## src/verilog/wdcd_pkg.sv

```systemverilog
// Shared constants, register map and types of the watchdog countdown block
package wdcd_pkg;

    localparam int unsigned BYTE_W = 8;
    localparam int unsigned COUNT_W = 24;
    localparam int unsigned CAUSE_W = 2;
    localparam int unsigned IRQ_W = 2;
    localparam int unsigned SYNC_STAGES = 3;

    // Register byte addresses
    localparam logic [7:0] ADDR_RELOAD_UPPER = 8'h00;
    localparam logic [7:0] ADDR_RELOAD_HIGH = 8'h04;
    localparam logic [7:0] ADDR_RELOAD_LOW = 8'h08;
    localparam logic [7:0] ADDR_CTRL = 8'h0C;
    localparam logic [7:0] ADDR_COUNT = 8'h10;
    localparam logic [7:0] ADDR_RESET_CAUSE = 8'h14;
    localparam logic [7:0] ADDR_IRQ_STATUS = 8'h18;
    localparam logic [7:0] ADDR_IRQ_MASK = 8'h1C;

    // Control register fields
    localparam int unsigned CTRL_REFRESH_BIT = 0;
    localparam int unsigned CTRL_ON_BIT = 0;
    localparam int unsigned CTRL_ALWAYS_ON_BIT = 1;
    localparam int unsigned CTRL_RESET_RESP_BIT = 2;

    // Reset cause status fields
    localparam int unsigned CAUSE_WATCHDOG_BIT = 0;
    localparam int unsigned CAUSE_STOP_BIT = 1;

    // Interrupt status and mask fields
    localparam int unsigned IRQ_TIMEOUT_BIT = 0;
    localparam int unsigned IRQ_REFUSED_BIT = 1;

    // Count thresholds
    localparam logic [COUNT_W-1:0] TERMINAL_COUNT = 24'h00_0001;
    localparam logic [COUNT_W-1:0] REFRESH_LOCK = 24'h00_0002;
    localparam logic [COUNT_W-1:0] RELOAD_MIN = 24'h00_0004;
    localparam logic [COUNT_W-1:0] RELOAD_RESET = 24'h00_0400;

    // Reset values
    localparam logic [CAUSE_W-1:0] CAUSE_RESET = 2'h0;
    localparam logic [IRQ_W-1:0] IRQ_STATUS_RESET = 2'h0;
    localparam logic [IRQ_W-1:0] IRQ_MASK_RESET = 2'h0;
    localparam logic [31:0] RDATA_RESET = 32'h0000_0000;

    // Clock rates; the oscillator must be sampled at least four times per period
    localparam int unsigned CLK_HZ = 50_000_000;
    localparam int unsigned OSC_TYP_HZ = 10_000;
    localparam int unsigned OSC_MIN_SAMPLES = 4;

    typedef enum logic [1:0] {
        BUS_IDLE,
        BUS_WRITE,
        BUS_READ_WAIT,
        BUS_READ_DONE
    } wdcd_phase_e;

endpackage : wdcd_pkg

```

## src/verilog/wdcd_osc_sync.sv

```systemverilog
// Synchroniser and rising-edge tick for the watchdog RC oscillator input
`timescale 1ns/100ps
module wdcd_osc_sync #(
    parameter int unsigned STAGES = wdcd_pkg::SYNC_STAGES
) (
    input wire logic core_clk_i,
    input wire logic nrst_i,
    input wire logic osc_i,
    output logic tick_o
);
    import wdcd_pkg::*;

    typedef struct packed {
        logic [STAGES-1:0] sync;
        logic level;
        logic tick;
    } wdcd_osc_state_s;

    wdcd_osc_state_s cur;
    wdcd_osc_state_s next_cur;
    logic stable;

    generate
        if (STAGES < 3)
        begin : g_bad_stages
            $error("wdcd_osc_sync needs at least three stages");
        end
    endgenerate

    always_comb
    begin
        next_cur = cur;
        next_cur.sync = {cur.sync[STAGES-2:0], osc_i};
        // Only the last two stages are compared; the first one may be metastable
        stable = (cur.sync[STAGES-1] == cur.sync[STAGES-2]);
        next_cur.level = stable ? cur.sync[STAGES-1] : cur.level;
        next_cur.tick = stable && cur.sync[STAGES-1] && !cur.level;
    end

    always_ff @(posedge core_clk_i or negedge nrst_i)
    begin
        if (!nrst_i)
        begin
            cur <= '0;
        end
        else
        begin
            cur <= next_cur;
        end
    end

    assign tick_o = cur.tick;

endmodule : wdcd_osc_sync

```

## src/verilog/wdcd_watchdog_unit.sv

```systemverilog
// Watchdog countdown timer with AHB-Lite register slave
//
// Chosen here: the placing of the registers and the AHB-Lite slave port.
`timescale 1ns/100ps
// How it works
// RULE1: A time-out while in stop mode starts stop-mode recovery and sets both the watchdog and stop cause flags.
// RULE2: With interrupt response, a time-out in stop mode raises its interrupt only after recovery has finished.
// RULE3: The timer is one-shot: at terminal count it resets or interrupts the device. Here the count reloads from the bytes and the timer stays on.
// RULE4: The count is driven by a separate RC oscillator of about 10 kHz, not by the system clock.
// RULE5: The timer is only on or off; once on it counts without pause and must be refreshed in time.
// RULE6: It turns on by a refresh command or by the always-on option, which starts counting right after reset.
// RULE7: The counter is a 24-bit down-counter reloaded from upper, high and low 8-bit reload bytes.
// RULE8: Once the count is at 2 or below a refresh is ignored and the time-out goes ahead.
// RULE9: Software must not program a reload value below 4.
// RULE10: One count per oscillator period, so the time-out in ms is the reload value over 10.
// RULE11: The time-out response is selectable between system reset and interrupt.
// RULE12: In normal or halt mode the reset response option at 1 gives a reset and at 0 an interrupt.
// RULE13: A watchdog-initiated reset sets the watchdog cause flag.
// RULE14: A valid refresh reloads the counter from the three reload bytes.
// RULE15: While off the counter holds and gives neither reset nor interrupt.
module wdcd_watchdog_unit #(
    parameter logic [wdcd_pkg::COUNT_W-1:0] RELOAD_DEFAULT = wdcd_pkg::RELOAD_RESET
) (
    input wire logic core_clk_i,
    input wire logic nrst_i,
    input wire logic hsel_i,
    input wire logic [31:0] haddr_i,
    input wire logic [1:0] htrans_i,
    input wire logic hwrite_i,
    input wire logic [2:0] hsize_i,
    input wire logic [31:0] hwdata_i,
    input wire logic hready_i,
    output logic [31:0] hrdata_o,
    output logic hreadyout_o,
    output logic hresp_o,
    input wire logic rc_osc_i,
    input wire logic always_on_option_i,
    input wire logic reset_response_option_i,
    input wire logic stop_mode_i,
    output logic sys_reset_req_o,
    output logic stop_recovery_o,
    output logic irq_o
);
    import wdcd_pkg::*;

    typedef struct packed {
        wdcd_phase_e phase;
        logic [7:0] addr;
        logic [31:0] rdata;
        logic opt_done;
        logic always_on;
        logic reset_resp;
        logic on;
        logic [COUNT_W-1:0] count;
        logic [BYTE_W-1:0] reload_upper_byte;
        logic [BYTE_W-1:0] reload_high_byte;
        logic [BYTE_W-1:0] reload_low_byte;
        logic [CAUSE_W-1:0] reset_cause_status;
        logic [IRQ_W-1:0] irq_status;
        logic [IRQ_W-1:0] irq_mask;
        logic irq_pending;
        logic sys_reset;
        logic recovery;
    } wdcd_state_s;

    wdcd_state_s cur;
    wdcd_state_s next_cur;
    logic tick;
    logic accept;
    logic refresh_cmd;
    logic refresh_ok;
    logic timeout;
    logic [COUNT_W-1:0] reload;
    logic [31:0] rd_data;
    logic [CAUSE_W-1:0] set_cause;
    logic [CAUSE_W-1:0] clr_cause;
    logic [IRQ_W-1:0] set_irq;
    logic [IRQ_W-1:0] clr_irq;

    generate
        if (RELOAD_DEFAULT < RELOAD_MIN)
        begin : g_bad_reload
            $error("wdcd_watchdog_unit reload default below the minimum");
        end
        if (CLK_HZ < OSC_MIN_SAMPLES * OSC_TYP_HZ)
        begin : g_bad_clock
            $error("wdcd_watchdog_unit core clock too slow to sample the oscillator");
        end
    endgenerate

    // RULE4: independent oscillator
    wdcd_osc_sync #(
        .STAGES(SYNC_STAGES)
    ) u_osc_sync (
        .core_clk_i(core_clk_i),
        .nrst_i(nrst_i),
        .osc_i(rc_osc_i),
        .tick_o(tick)
    );

    // RULE7: upper, high, low byte order
    assign reload = {cur.reload_upper_byte, cur.reload_high_byte, cur.reload_low_byte};

    // Single transfers only; sequential beats are taken like non-sequential ones
    assign accept = hsel_i && hready_i && htrans_i[1];

    always_comb
    begin
        next_cur = cur;
        refresh_cmd = 1'b0;
        refresh_ok = 1'b0;
        timeout = 1'b0;
        rd_data = RDATA_RESET;
        set_cause = '0;
        clr_cause = '0;
        set_irq = '0;
        clr_irq = '0;
        next_cur.sys_reset = 1'b0;
        next_cur.recovery = 1'b0;

        // Straps are caught in the first clock after reset release
        if (!cur.opt_done)
        begin
            next_cur.opt_done = 1'b1;
            next_cur.always_on = always_on_option_i;
            next_cur.reset_resp = reset_response_option_i;
            // RULE6: always-on start
            if (always_on_option_i)
            begin
                next_cur.on = 1'b1;
                next_cur.count = reload;
            end
        end

        // Write data phase
        if (cur.phase == BUS_WRITE)
        begin
            case (cur.addr)
                ADDR_RELOAD_UPPER:
                begin
                    next_cur.reload_upper_byte = hwdata_i[BYTE_W-1:0];
                end
                ADDR_RELOAD_HIGH:
                begin
                    next_cur.reload_high_byte = hwdata_i[BYTE_W-1:0];
                end
                ADDR_RELOAD_LOW:
                begin
                    next_cur.reload_low_byte = hwdata_i[BYTE_W-1:0];
                end
                ADDR_CTRL:
                begin
                    refresh_cmd = hwdata_i[CTRL_REFRESH_BIT];
                end
                ADDR_RESET_CAUSE:
                begin
                    clr_cause = hwdata_i[CAUSE_W-1:0];
                end
                ADDR_IRQ_STATUS:
                begin
                    clr_irq = hwdata_i[IRQ_W-1:0];
                end
                ADDR_IRQ_MASK:
                begin
                    next_cur.irq_mask = hwdata_i[IRQ_W-1:0];
                end
                default:
                begin
                    refresh_cmd = 1'b0;
                end
            endcase
        end

        // Read data is taken one cycle late so a write just before is seen
        case (cur.addr)
            ADDR_RELOAD_UPPER:
            begin
                rd_data[BYTE_W-1:0] = cur.reload_upper_byte;
            end
            ADDR_RELOAD_HIGH:
            begin
                rd_data[BYTE_W-1:0] = cur.reload_high_byte;
            end
            ADDR_RELOAD_LOW:
            begin
                rd_data[BYTE_W-1:0] = cur.reload_low_byte;
            end
            ADDR_CTRL:
            begin
                rd_data[CTRL_ON_BIT] = cur.on;
                rd_data[CTRL_ALWAYS_ON_BIT] = cur.always_on;
                rd_data[CTRL_RESET_RESP_BIT] = cur.reset_resp;
            end
            ADDR_COUNT:
            begin
                rd_data[COUNT_W-1:0] = cur.count;
            end
            ADDR_RESET_CAUSE:
            begin
                rd_data[CAUSE_W-1:0] = cur.reset_cause_status;
            end
            ADDR_IRQ_STATUS:
            begin
                rd_data[IRQ_W-1:0] = cur.irq_status;
            end
            ADDR_IRQ_MASK:
            begin
                rd_data[IRQ_W-1:0] = cur.irq_mask;
            end
            default:
            begin
                rd_data = RDATA_RESET;
            end
        endcase

        // Bus phase sequencing
        if (cur.phase == BUS_READ_WAIT)
        begin
            next_cur.phase = BUS_READ_DONE;
            next_cur.rdata = rd_data;
        end
        else if (accept)
        begin
            next_cur.phase = hwrite_i ? BUS_WRITE : BUS_READ_WAIT;
            next_cur.addr = {haddr_i[7:2], 2'h0};
        end
        else
        begin
            next_cur.phase = BUS_IDLE;
        end

        // RULE2: deferred interrupt after recovery
        if (cur.irq_pending && !stop_mode_i && !cur.recovery)
        begin
            next_cur.irq_pending = 1'b0;
            set_irq[IRQ_TIMEOUT_BIT] = 1'b1;
        end

        // RULE8: refresh locked near terminal count
        refresh_ok = refresh_cmd && (!cur.on || (cur.count > REFRESH_LOCK));
        if (refresh_cmd && !refresh_ok)
        begin
            set_irq[IRQ_REFUSED_BIT] = 1'b1;
        end

        // RULE5: on until reset, counts every tick
        if (refresh_ok)
        begin
            // RULE14: reload from bytes
            next_cur.on = 1'b1;
            next_cur.count = reload;
        end
        // RULE15: hold while off
        else if (cur.on && tick)
        begin
            // RULE10: one count per tick
            if (cur.count <= TERMINAL_COUNT)
            begin
                // RULE3: terminal count, reload and keep counting
                timeout = 1'b1;
                next_cur.count = reload;
            end
            else
            begin
                next_cur.count = cur.count - TERMINAL_COUNT;
            end
        end

        if (timeout)
        begin
            if (stop_mode_i)
            begin
                // RULE1: stop-mode recovery and both flags
                next_cur.recovery = 1'b1;
                set_cause[CAUSE_WATCHDOG_BIT] = 1'b1;
                set_cause[CAUSE_STOP_BIT] = 1'b1;
                if (!cur.reset_resp)
                begin
                    next_cur.irq_pending = 1'b1;
                end
            end
            // RULE11: reset or interrupt
            else if (cur.reset_resp)
            begin
                // RULE12: option at one resets
                next_cur.sys_reset = 1'b1;
                // RULE13: watchdog cause flag
                set_cause[CAUSE_WATCHDOG_BIT] = 1'b1;
            end
            else
            begin
                // RULE12: option at zero interrupts
                set_irq[IRQ_TIMEOUT_BIT] = 1'b1;
            end
        end

        // Hardware set wins over a software clear in the same cycle
        next_cur.reset_cause_status = (cur.reset_cause_status & ~clr_cause) | set_cause;
        next_cur.irq_status = (cur.irq_status & ~clr_irq) | set_irq;
    end

    always_ff @(posedge core_clk_i or negedge nrst_i)
    begin
        if (!nrst_i)
        begin
            cur <= '0;
            cur.phase <= BUS_IDLE;
            cur.rdata <= RDATA_RESET;
            cur.count <= RELOAD_DEFAULT;
            cur.reload_upper_byte <= RELOAD_DEFAULT[23:16];
            cur.reload_high_byte <= RELOAD_DEFAULT[15:8];
            cur.reload_low_byte <= RELOAD_DEFAULT[7:0];
            cur.reset_cause_status <= CAUSE_RESET;
            cur.irq_status <= IRQ_STATUS_RESET;
            cur.irq_mask <= IRQ_MASK_RESET;
        end
        else
        begin
            cur <= next_cur;
        end
    end

    assign hrdata_o = cur.rdata;
    assign hreadyout_o = (cur.phase != BUS_READ_WAIT);
    assign hresp_o = 1'b0;
    assign sys_reset_req_o = cur.sys_reset;
    assign stop_recovery_o = cur.recovery;
    assign irq_o = |(cur.irq_status & cur.irq_mask);

endmodule : wdcd_watchdog_unit
```

## config.mk

```make
export PLATFORM = sky130hd
export DESIGN_NAME = wdcd_watchdog_unit
export DESIGN_NICKNAME = d
export VERILOG_FILES = /design/src/verilog/wdcd_pkg.sv /design/src/verilog/wdcd_osc_sync.sv /design/src/verilog/wdcd_watchdog_unit.sv
export SDC_FILE = /design/constraint.sdc
export NUM_CORES = 1
export LEC_CHECK = 0
export ABC_AREA = 1
export BUFFER_PORTS_ARGS = -buffer_cell sky130_fd_sc_hd__buf_2
export CORE_ASPECT_RATIO = 1.25
export CORE_MARGIN = 2
export CORE_UTILIZATION = 40
export CTS_CLUSTER_SIZE = 8
export DETAILED_ROUTE_END_ITERATION = 16
export PLACE_DENSITY = 0.62
export SETUP_SLACK_MARGIN = 0.15
export SYNTH_ARGS = -nofsm -noshare
export SYNTH_HDL_FRONTEND = slang
export SYNTH_SLANG_ARGS = --single-unit
```

## constraint.sdc

```tcl
create_clock -name core_clk_i -period 1.8 [get_ports core_clk_i]
set_input_delay 0.09 -clock core_clk_i [delete_from_list [all_inputs] [get_ports core_clk_i]]
set_output_delay 0.09 -clock core_clk_i [all_outputs]
set_load 0.02 [all_outputs]
```

==> results of run 1 <==
-- where the power goes --
part	total, mW	switching (mW)	internal (mW)
clock	2.07	0.848	1.22
sequential	3.03	0.340	2.69
combinational	2.87	1.72	1.14
total	7.96	2.91	5.05
-- through the flow --
step | instances | TNS (ps) | instance area, µm²
finish | 1017 | 0 | 7210
floorplan | 732 | 0 | 5480
CTS | 1013 | 0 | 7000
detailed placement | 969 | -200 | 6130
global placement | 969 | -21.0 | 6130
global route | 1017 | -1640 | 7210
-- logic make-up after synthesis --
family / Yosys count / synth area share [%]
xor gates and xnor gates: 8 / 1.29
and+or+nand+nor: 384 / 30.2
adders and majority gates: 4 / 0.918
AOI/OAI and AO/OA: 82 / 8.45
DFF: 98 / 45.0
buffers and inverters: 141 / 12.9
other: 2 / 0.138
muxes: 5 / 1.03
-- tightest hold or removal path, delay by kind of cell --
family / cells / cell delay [ps]
buffers and inverters: 1 / 70
AO/OA/AOI/OAI: 1 / 110
AND/OR/NAND/NOR: 1 / 30
-- metal layers --
metal  vias to the layer above  wire [µm]  track usage, %
li1                       2479          -               -
met1                      2448       6360            25.7
met2                       191       7750            36.9
met3                        51        741            3.23
met4                         0        726            11.8
met5                         -          0               0
-- sequential cells by signal, indices dropped and copies added, names as in the netlist --
register and flops:
u_osc_sync.tick_o 1, cur 67, sys_reset_req_o 1, stop_recovery_o 1, u_osc_sync.cur 4, hrdata_o 24
-- worst paths after layout --
| path | from | end | slack, ps | cells past startpoint |
|---|---|---|---|---|
| worst max-delay path | cur[33] | cur[56] | 7 | 15 |
| worst min-delay path | haddr_i[3] | cur[96] | 0.7 | 3 |
| worst max register to register | cur[33] | cur[56] | 7 | 15 |
| worst min register to register | u_osc_sync.cur[2] | u_osc_sync.cur[3] | 360 | 0 |
| max in group asynchronous | nrst_i | cur[19] | 970 | 3 |
| min in group asynchronous | nrst_i | cur[50] | 180 | 2 |
-- cells in the mapped netlist --
master	count
nor2_1	60
nand3_4	1
clkbuf_1	8
nor2_2	7
dfrtp_1	96
nand3_1	61
xor2_1	7
nor3_2	1
ha_1	4
buf_4	33
o311ai_0	1
clkinv_2	1
conb_1	2
nand3_2	1
nand2_2	3
dfstp_2	2
a21oi_1	2
inv_2	2
o211ai_1	1
nor2_4	2
o21ai_0	50
mux2_2	5
o31ai_1	9
nand2_1	231
o22ai_1	17
xnor2_1	1
inv_1	87
nand2_4	2
buf_6	6
nand4_1	7
o21ai_1	2
nand3b_1	8
buf_2	4
-- cell type report --
| class | count | area share, % |
|---|---|---|
| well taps | 171 | 2.97 |
| clock buffers | 10 | 3.17 |
| clock inverters | 6 | 1.23 |
| multi-input cells | 495 | 37.0 |
| flip-flops and latches | 98 | 34.0 |
| repair buffers | 147 | 16.7 |
| inverters | 90 | 4.84 |
-- what timing repair did --
| action | in CTS | in global routing |
|---|---|---|
| pin swaps | 33 | 22 |
| setup buffers | 15 | 3 |
| endpoints found under the setup margin | 31 | 33 |
| hold buffers | 9 | 0 |
| resized for setup | 72 | 40 |
| hold endpoints to repair | 70 | 0 |
| gates cloned | 4 | 1 |
==> results.sh, run 1 <==
export IMPL_clock_latency_ps=350
export IMPL_synth_seq_area_share_pct=45.0
export IMPL_grt_max_degree=43
export IMPL_ys_ff_latch=98
export IMPL_drc=0
export IMPL_cap_viol_max_count=0
export IMPL_critPathTopFamily="simple AND/OR/NAND/NOR gates"
export IMPL_start_kind="flop"
export IMPL_syn_inst=724
export IMPL_required_ps=2050
export IMPL_fin_ws_ps=7.43
export IMPL_drive_gt1_share_pct=29.8
export IMPL_syn_area_per_cell_um2=7.53
export IMPL_clock_skew_ps=10.7
export IMPL_fmax_mhz=558
export IMPL_report_final_setup_viol=0
export IMPL_drt_iter0_markers=371
export IMPL_cpMaxStageDelayCell="dfrtp_1"
export IMPL_outcome="completed"
export IMPL_hold_viol=0
export IMPL_crit_fanout=4
export IMPL_cts_buffers=9
export IMPL_max_vdd_ir_drop_mv=0.466
export IMPL_syn_area_um2=5450
export IMPL_p_leak_nw=3.79
export IMPL_die_area_um2=14600
export IMPL_ys_warnings_count=0
export IMPL_wire_per_inst_um=15.3
export IMPL_port_buffer_count=51
export IMPL_h_tree_depth=3
export IMPL_finalCritPeriodShare_pct=99.6
export IMPL_cts_tree="done"
export IMPL_layout_common_cells="nand2_1 (212), dfrtp_1 (96), inv_1 (81), buf_4 (64)"
export IMPL_fill_cells=1257
export IMPL_wl_mm=15.6
export IMPL_gr_total_overflow=0
export IMPL_whs_ps=0.706
export IMPL_final_antenna_net_count=0
export IMPL_final_common_cell="nand2_1"
export IMPL_clock_path_buffers=2
export IMPL_coreArea_um2=13300
export IMPL_post_place_ws_ps=-41.4
export IMPL_rsz0062_at_grt="yes"
export IMPL_cts_root_buffer="clkbuf_16"
export IMPL_yosysTopAreaCellShare_pct=44.1
export IMPL_netlist_top_cells_area="dfrtp_1 (44%), nand2_1 (16%), inv_1 (6.0%)"
export IMPL_start_util_pct=41.0
export IMPL_clkSinkCount=98
export IMPL_critPathKind="reg2reg"
export IMPL_final_util_pct=54.3
export IMPL_seqCellArea_um2=2450
export IMPL_cp_cell_sequence="buf_6, ha_4, inv_2, nand2_1, nand2_1, nor2_1, nand3_2, nand2_2, buf_6, nor2_4, buf_6, buf_16, nand2_2, nand3_2, nand2_1"
export IMPL_antennaDiodeCount=0
export IMPL_synth_cell_types=33
export IMPL_routed_via_density=5.08
export IMPL_slew_viol_final=0
export IMPL_crit_arrival_ps=2040
export IMPL_critical_path_buf_inv_count=5
export IMPL_antenna_found_initial=0
export IMPL_die_w_um=108
export IMPL_path_clk_slew_ps=70
export IMPL_io_pins=115
export IMPL_area_delta_synth_final_pct=32.4
export IMPL_min_period_ps=1790
export IMPL_drtPass1Iterations=5
export IMPL_nets=923
export IMPL_synth_top_cell_by_area="dfrtp_1"
export IMPL_dpl_hpwl_mm=10.8
export IMPL_grt_pass1_vias=5056
export IMPL_multiInputGateArea_um2=2670
export IMPL_p_per_area_nw_per_um2=1100
export IMPL_grt_pass1_wl_mm=24.4
export IMPL_hold_class="in2reg"
export IMPL_track_usage_pct=21.5
export IMPL_crit_path_end_kind="flop"
export IMPL_fp_row_count=47
export IMPL_via_count=5169
export IMPL_slowest_delay_ps=420
export IMPL_fp_dieH_um=135
export IMPL_gp_congestion=0.895
export IMPL_power_total_mw=7.96
Power figures use the tool's default switching activity.
==> run 2, diff against run 1 <==
--- a/config.mk
+++ b/config.mk
@@ -16,4 +16,5 @@
 export SETUP_SLACK_MARGIN = 0.15
 export SYNTH_ARGS = -nofsm -noshare
 export SYNTH_HDL_FRONTEND = slang
+export SYNTH_HIERARCHICAL = 1
 export SYNTH_SLANG_ARGS = --single-unit
==> run 2 against run 1 <==
The run now ends with setup timing left. Sequential power increased by 2%. Die area increased by 0.73%. Combinational power about the same. Clock skew decreased by 4.9 ps. Synthesized cell count increased by 0.28%. Flip-flop and latch count unchanged. Critical path depth decreased by 6. Worst hold slack improved by 23 ps. Clock power decreased by 12%. Global-route usage about the same. Synthesized area increased by 0.76%. Critical endpoint is now cur[46]. Largest power group unchanged.
==> results.sh, run 2 <==
export IMPL_outcome="finished with violations"
export IMPL_violations="setup timing"
export IMPL_grt_pass1_wl_mm=23.8
export IMPL_cap_viol_max_count=0
export IMPL_via_count=5058
export IMPL_post_place_ws_ps=-61.3
export IMPL_finalInstanceArea_um2=7110
export IMPL_ys_ff_latch=98
export IMPL_syn_area_per_cell_um2=7.56
export IMPL_fin_tns_setup_ps=-10.4
export IMPL_crit_path_end_kind="flop"
export IMPL_required_ps=2050
export IMPL_fp_row_count=47
export IMPL_antenna_found_initial=0
export IMPL_max_vdd_ir_drop_mv=0.602
export IMPL_slew_viol_final=0
export IMPL_clock_skew_ps=5.73
export IMPL_hold_viol=0
export IMPL_area_delta_synth_final_pct=29.5
export IMPL_drtPass1Iterations=5
export IMPL_cp_cell_sequence="nor2_2, nand2_1, nor2_4, nand3_4, nand2_8, nand3_4, buf_12, nand3_1, nand2_1"
export IMPL_grt_pass1_vias=4856
export IMPL_slowest_delay_ps=390
export IMPL_regMostFlops="cur"
export IMPL_yosysTopAreaCellShare_pct=43.7
export IMPL_clock_latency_ps=360
export IMPL_ys_warnings_count=6
export IMPL_crit_fanout=9
export IMPL_drive_gt1_share_pct=28.6
export IMPL_wire_per_inst_um=15.2
export IMPL_cts_tree="done"
export IMPL_start_kind="flop"
export IMPL_dpl_hpwl_mm=11.3
export IMPL_gr_total_overflow=0
export IMPL_synth_cell_types=36
export IMPL_synth_most_common_cell="nand2_1"
export IMPL_p_per_area_nw_per_um2=1090
export IMPL_track_usage_pct=21.5
export IMPL_report_final_setup_viol=3
export IMPL_fin_ws_ps=-4.52
export IMPL_fill_cells=1247
export IMPL_whs_ps=24.0
export IMPL_path_clk_slew_ps=60
export IMPL_gp_congestion=0.906
export IMPL_h_tree_depth=3
export IMPL_fp_dieH_um=135
export IMPL_clkSinkCount=98
export IMPL_syn_area_um2=5490
export IMPL_async_flop_share_pct=100
export IMPL_synth_edf_count=0
export IMPL_die_area_um2=14700
export IMPL_crit_arrival_ps=2050
export IMPL_drc=0
export IMPL_rsz0062_at_grt="yes"
export IMPL_die_w_um=109
export IMPL_r2r_slack_ps=-5
export IMPL_p_leak_nw=3.80
export IMPL_min_period_ps=1800
export IMPL_netlist_top_cells_area="dfrtp_1 (44%), nand2_1 (16%), nand3_1 (6.1%)"
export IMPL_finalCritPeriodShare_pct=100
export IMPL_nets=927
export IMPL_fmax_mhz=554
export IMPL_placed_area_um2=6240
export IMPL_syn_inst=726
export IMPL_placed_cells=977
export IMPL_antennaDiodeCount=0
export IMPL_start_util_pct=41.1
export IMPL_port_buffer_count=51
export IMPL_layout_common_cells="nand2_1 (215), dfrtp_1 (95), inv_1 (86), buf_4 (73), nand3_1 (52)"
export IMPL_largest_reg_flops=67
export IMPL_cpMaxStageDelayCell="dfrtp_1"
export IMPL_critPathKind="reg2reg"
export IMPL_final_util_pct=53.3
export IMPL_synth_top_cell_by_area="dfrtp_1"
export IMPL_synth_common_cells="nand2_1 (233), dfrtp_1 (96), inv_1 (89), nand3_1 (67)"
export IMPL_drt_iter0_markers=319
export IMPL_final_antenna_net_count=0
export IMPL_coreArea_um2=13300
export IMPL_synth_flop_cell="dfrtp_1"
export IMPL_io_pins=115
export IMPL_clock_path_buffers=2
export IMPL_final_common_cell="nand2_1"
export IMPL_routed_via_density=4.96
export IMPL_wl_mm=15.5
export IMPL_grt_max_degree=41
export IMPL_power_total_mw=7.77
export IMPL_cts_root_buffer="clkbuf_16"
export IMPL_synth_seq_area_share_pct=44.7
export IMPL_final_cells=1020
export IMPL_cts_buffers=9
export IMPL_hold_class="in2reg"
## run 2: metal layers
layer	vias to the layer above	GRT usage (%)	routed length (µm)
li1	2497	-	-
met1	2372	24.9	6240
met2	140	36.1	7850
met3	49	3.76	559
met4	0	14.0	881
met5	-	0	0
## run 2: report_power, final
group / internal (mW) / total (mW) / leakage, nW / switching [mW]
sequential: 2.72 / 3.10 / 1.15 / 0.378
clock: 0.998 / 1.83 / 0.138 / 0.830
combinational: 1.15 / 2.85 / 2.51 / 1.70
## run 2: cell type report
| class | count | area, µm² | area share [%] |
|---|---|---|---|
| clock inverter | 3 | 15.0 | 0.211 |
| clock buffer | 12 | 256 | 3.61 |
| tap | 171 | 214 | 3.01 |
| inverter | 93 | 359 | 5.05 |
| multi-input combinational | 493 | 2640 | 37.1 |
| sequential | 98 | 2460 | 34.5 |
| timing repair buffer | 150 | 1170 | 16.5 |
## run 2: worst max-delay path: cells and delay by family (launching register included)
| kind | cells | cell delay, ps |
|---|---|---|
| and+or+nand+nor | 8 | 1090 |
| DFF | 1 | 390 |
| buffers and inverters | 1 | 220 |
## run 2: timing repair
action | CTS | global route
resized for setup | 22 | 66
pin swaps | 4 | 23
hold buffers | 12 | 0
cloned | 1 | 2
endpoints found under the setup margin | 50 | 61
setup buffers | 6 | 7
endpoints found under the hold margin | 39 | 0
## run 2: kinds of logic (layout without fill, tap and decap cells)
| group | Yosys count | count (layout) | share of synthesized area [%] |
|---|---|---|---|
| AOI/OAI and AO/OA | 77 | 77 | 8.02 |
| xor gates and xnor gates | 9 | 9 | 1.44 |
| adders and majority gates | 4 | 4 | 0.911 |
| buffers and inverters | 144 | 258 | 12.7 |
| DFF | 98 | 98 | 44.7 |
| muxes | 4 | 4 | 0.820 |
| other | 2 | 10 | 0.137 |
| and+or+nand+nor | 388 | 389 | 31.2 |
## run 2: worst paths after layout
path	startpoint	end	cells past startpoint
min in group asynchronous	nrst_i	hrdata_o[8]	2
max	cur[46]	cur[46]	9
min	hwdata_i[3]	cur[12]	3
max in group asynchronous	nrst_i	cur[19]	3
max reg2reg	cur[46]	cur[46]	9
min reg2reg	u_osc_sync/cur[2]	u_osc_sync/cur[3]	0
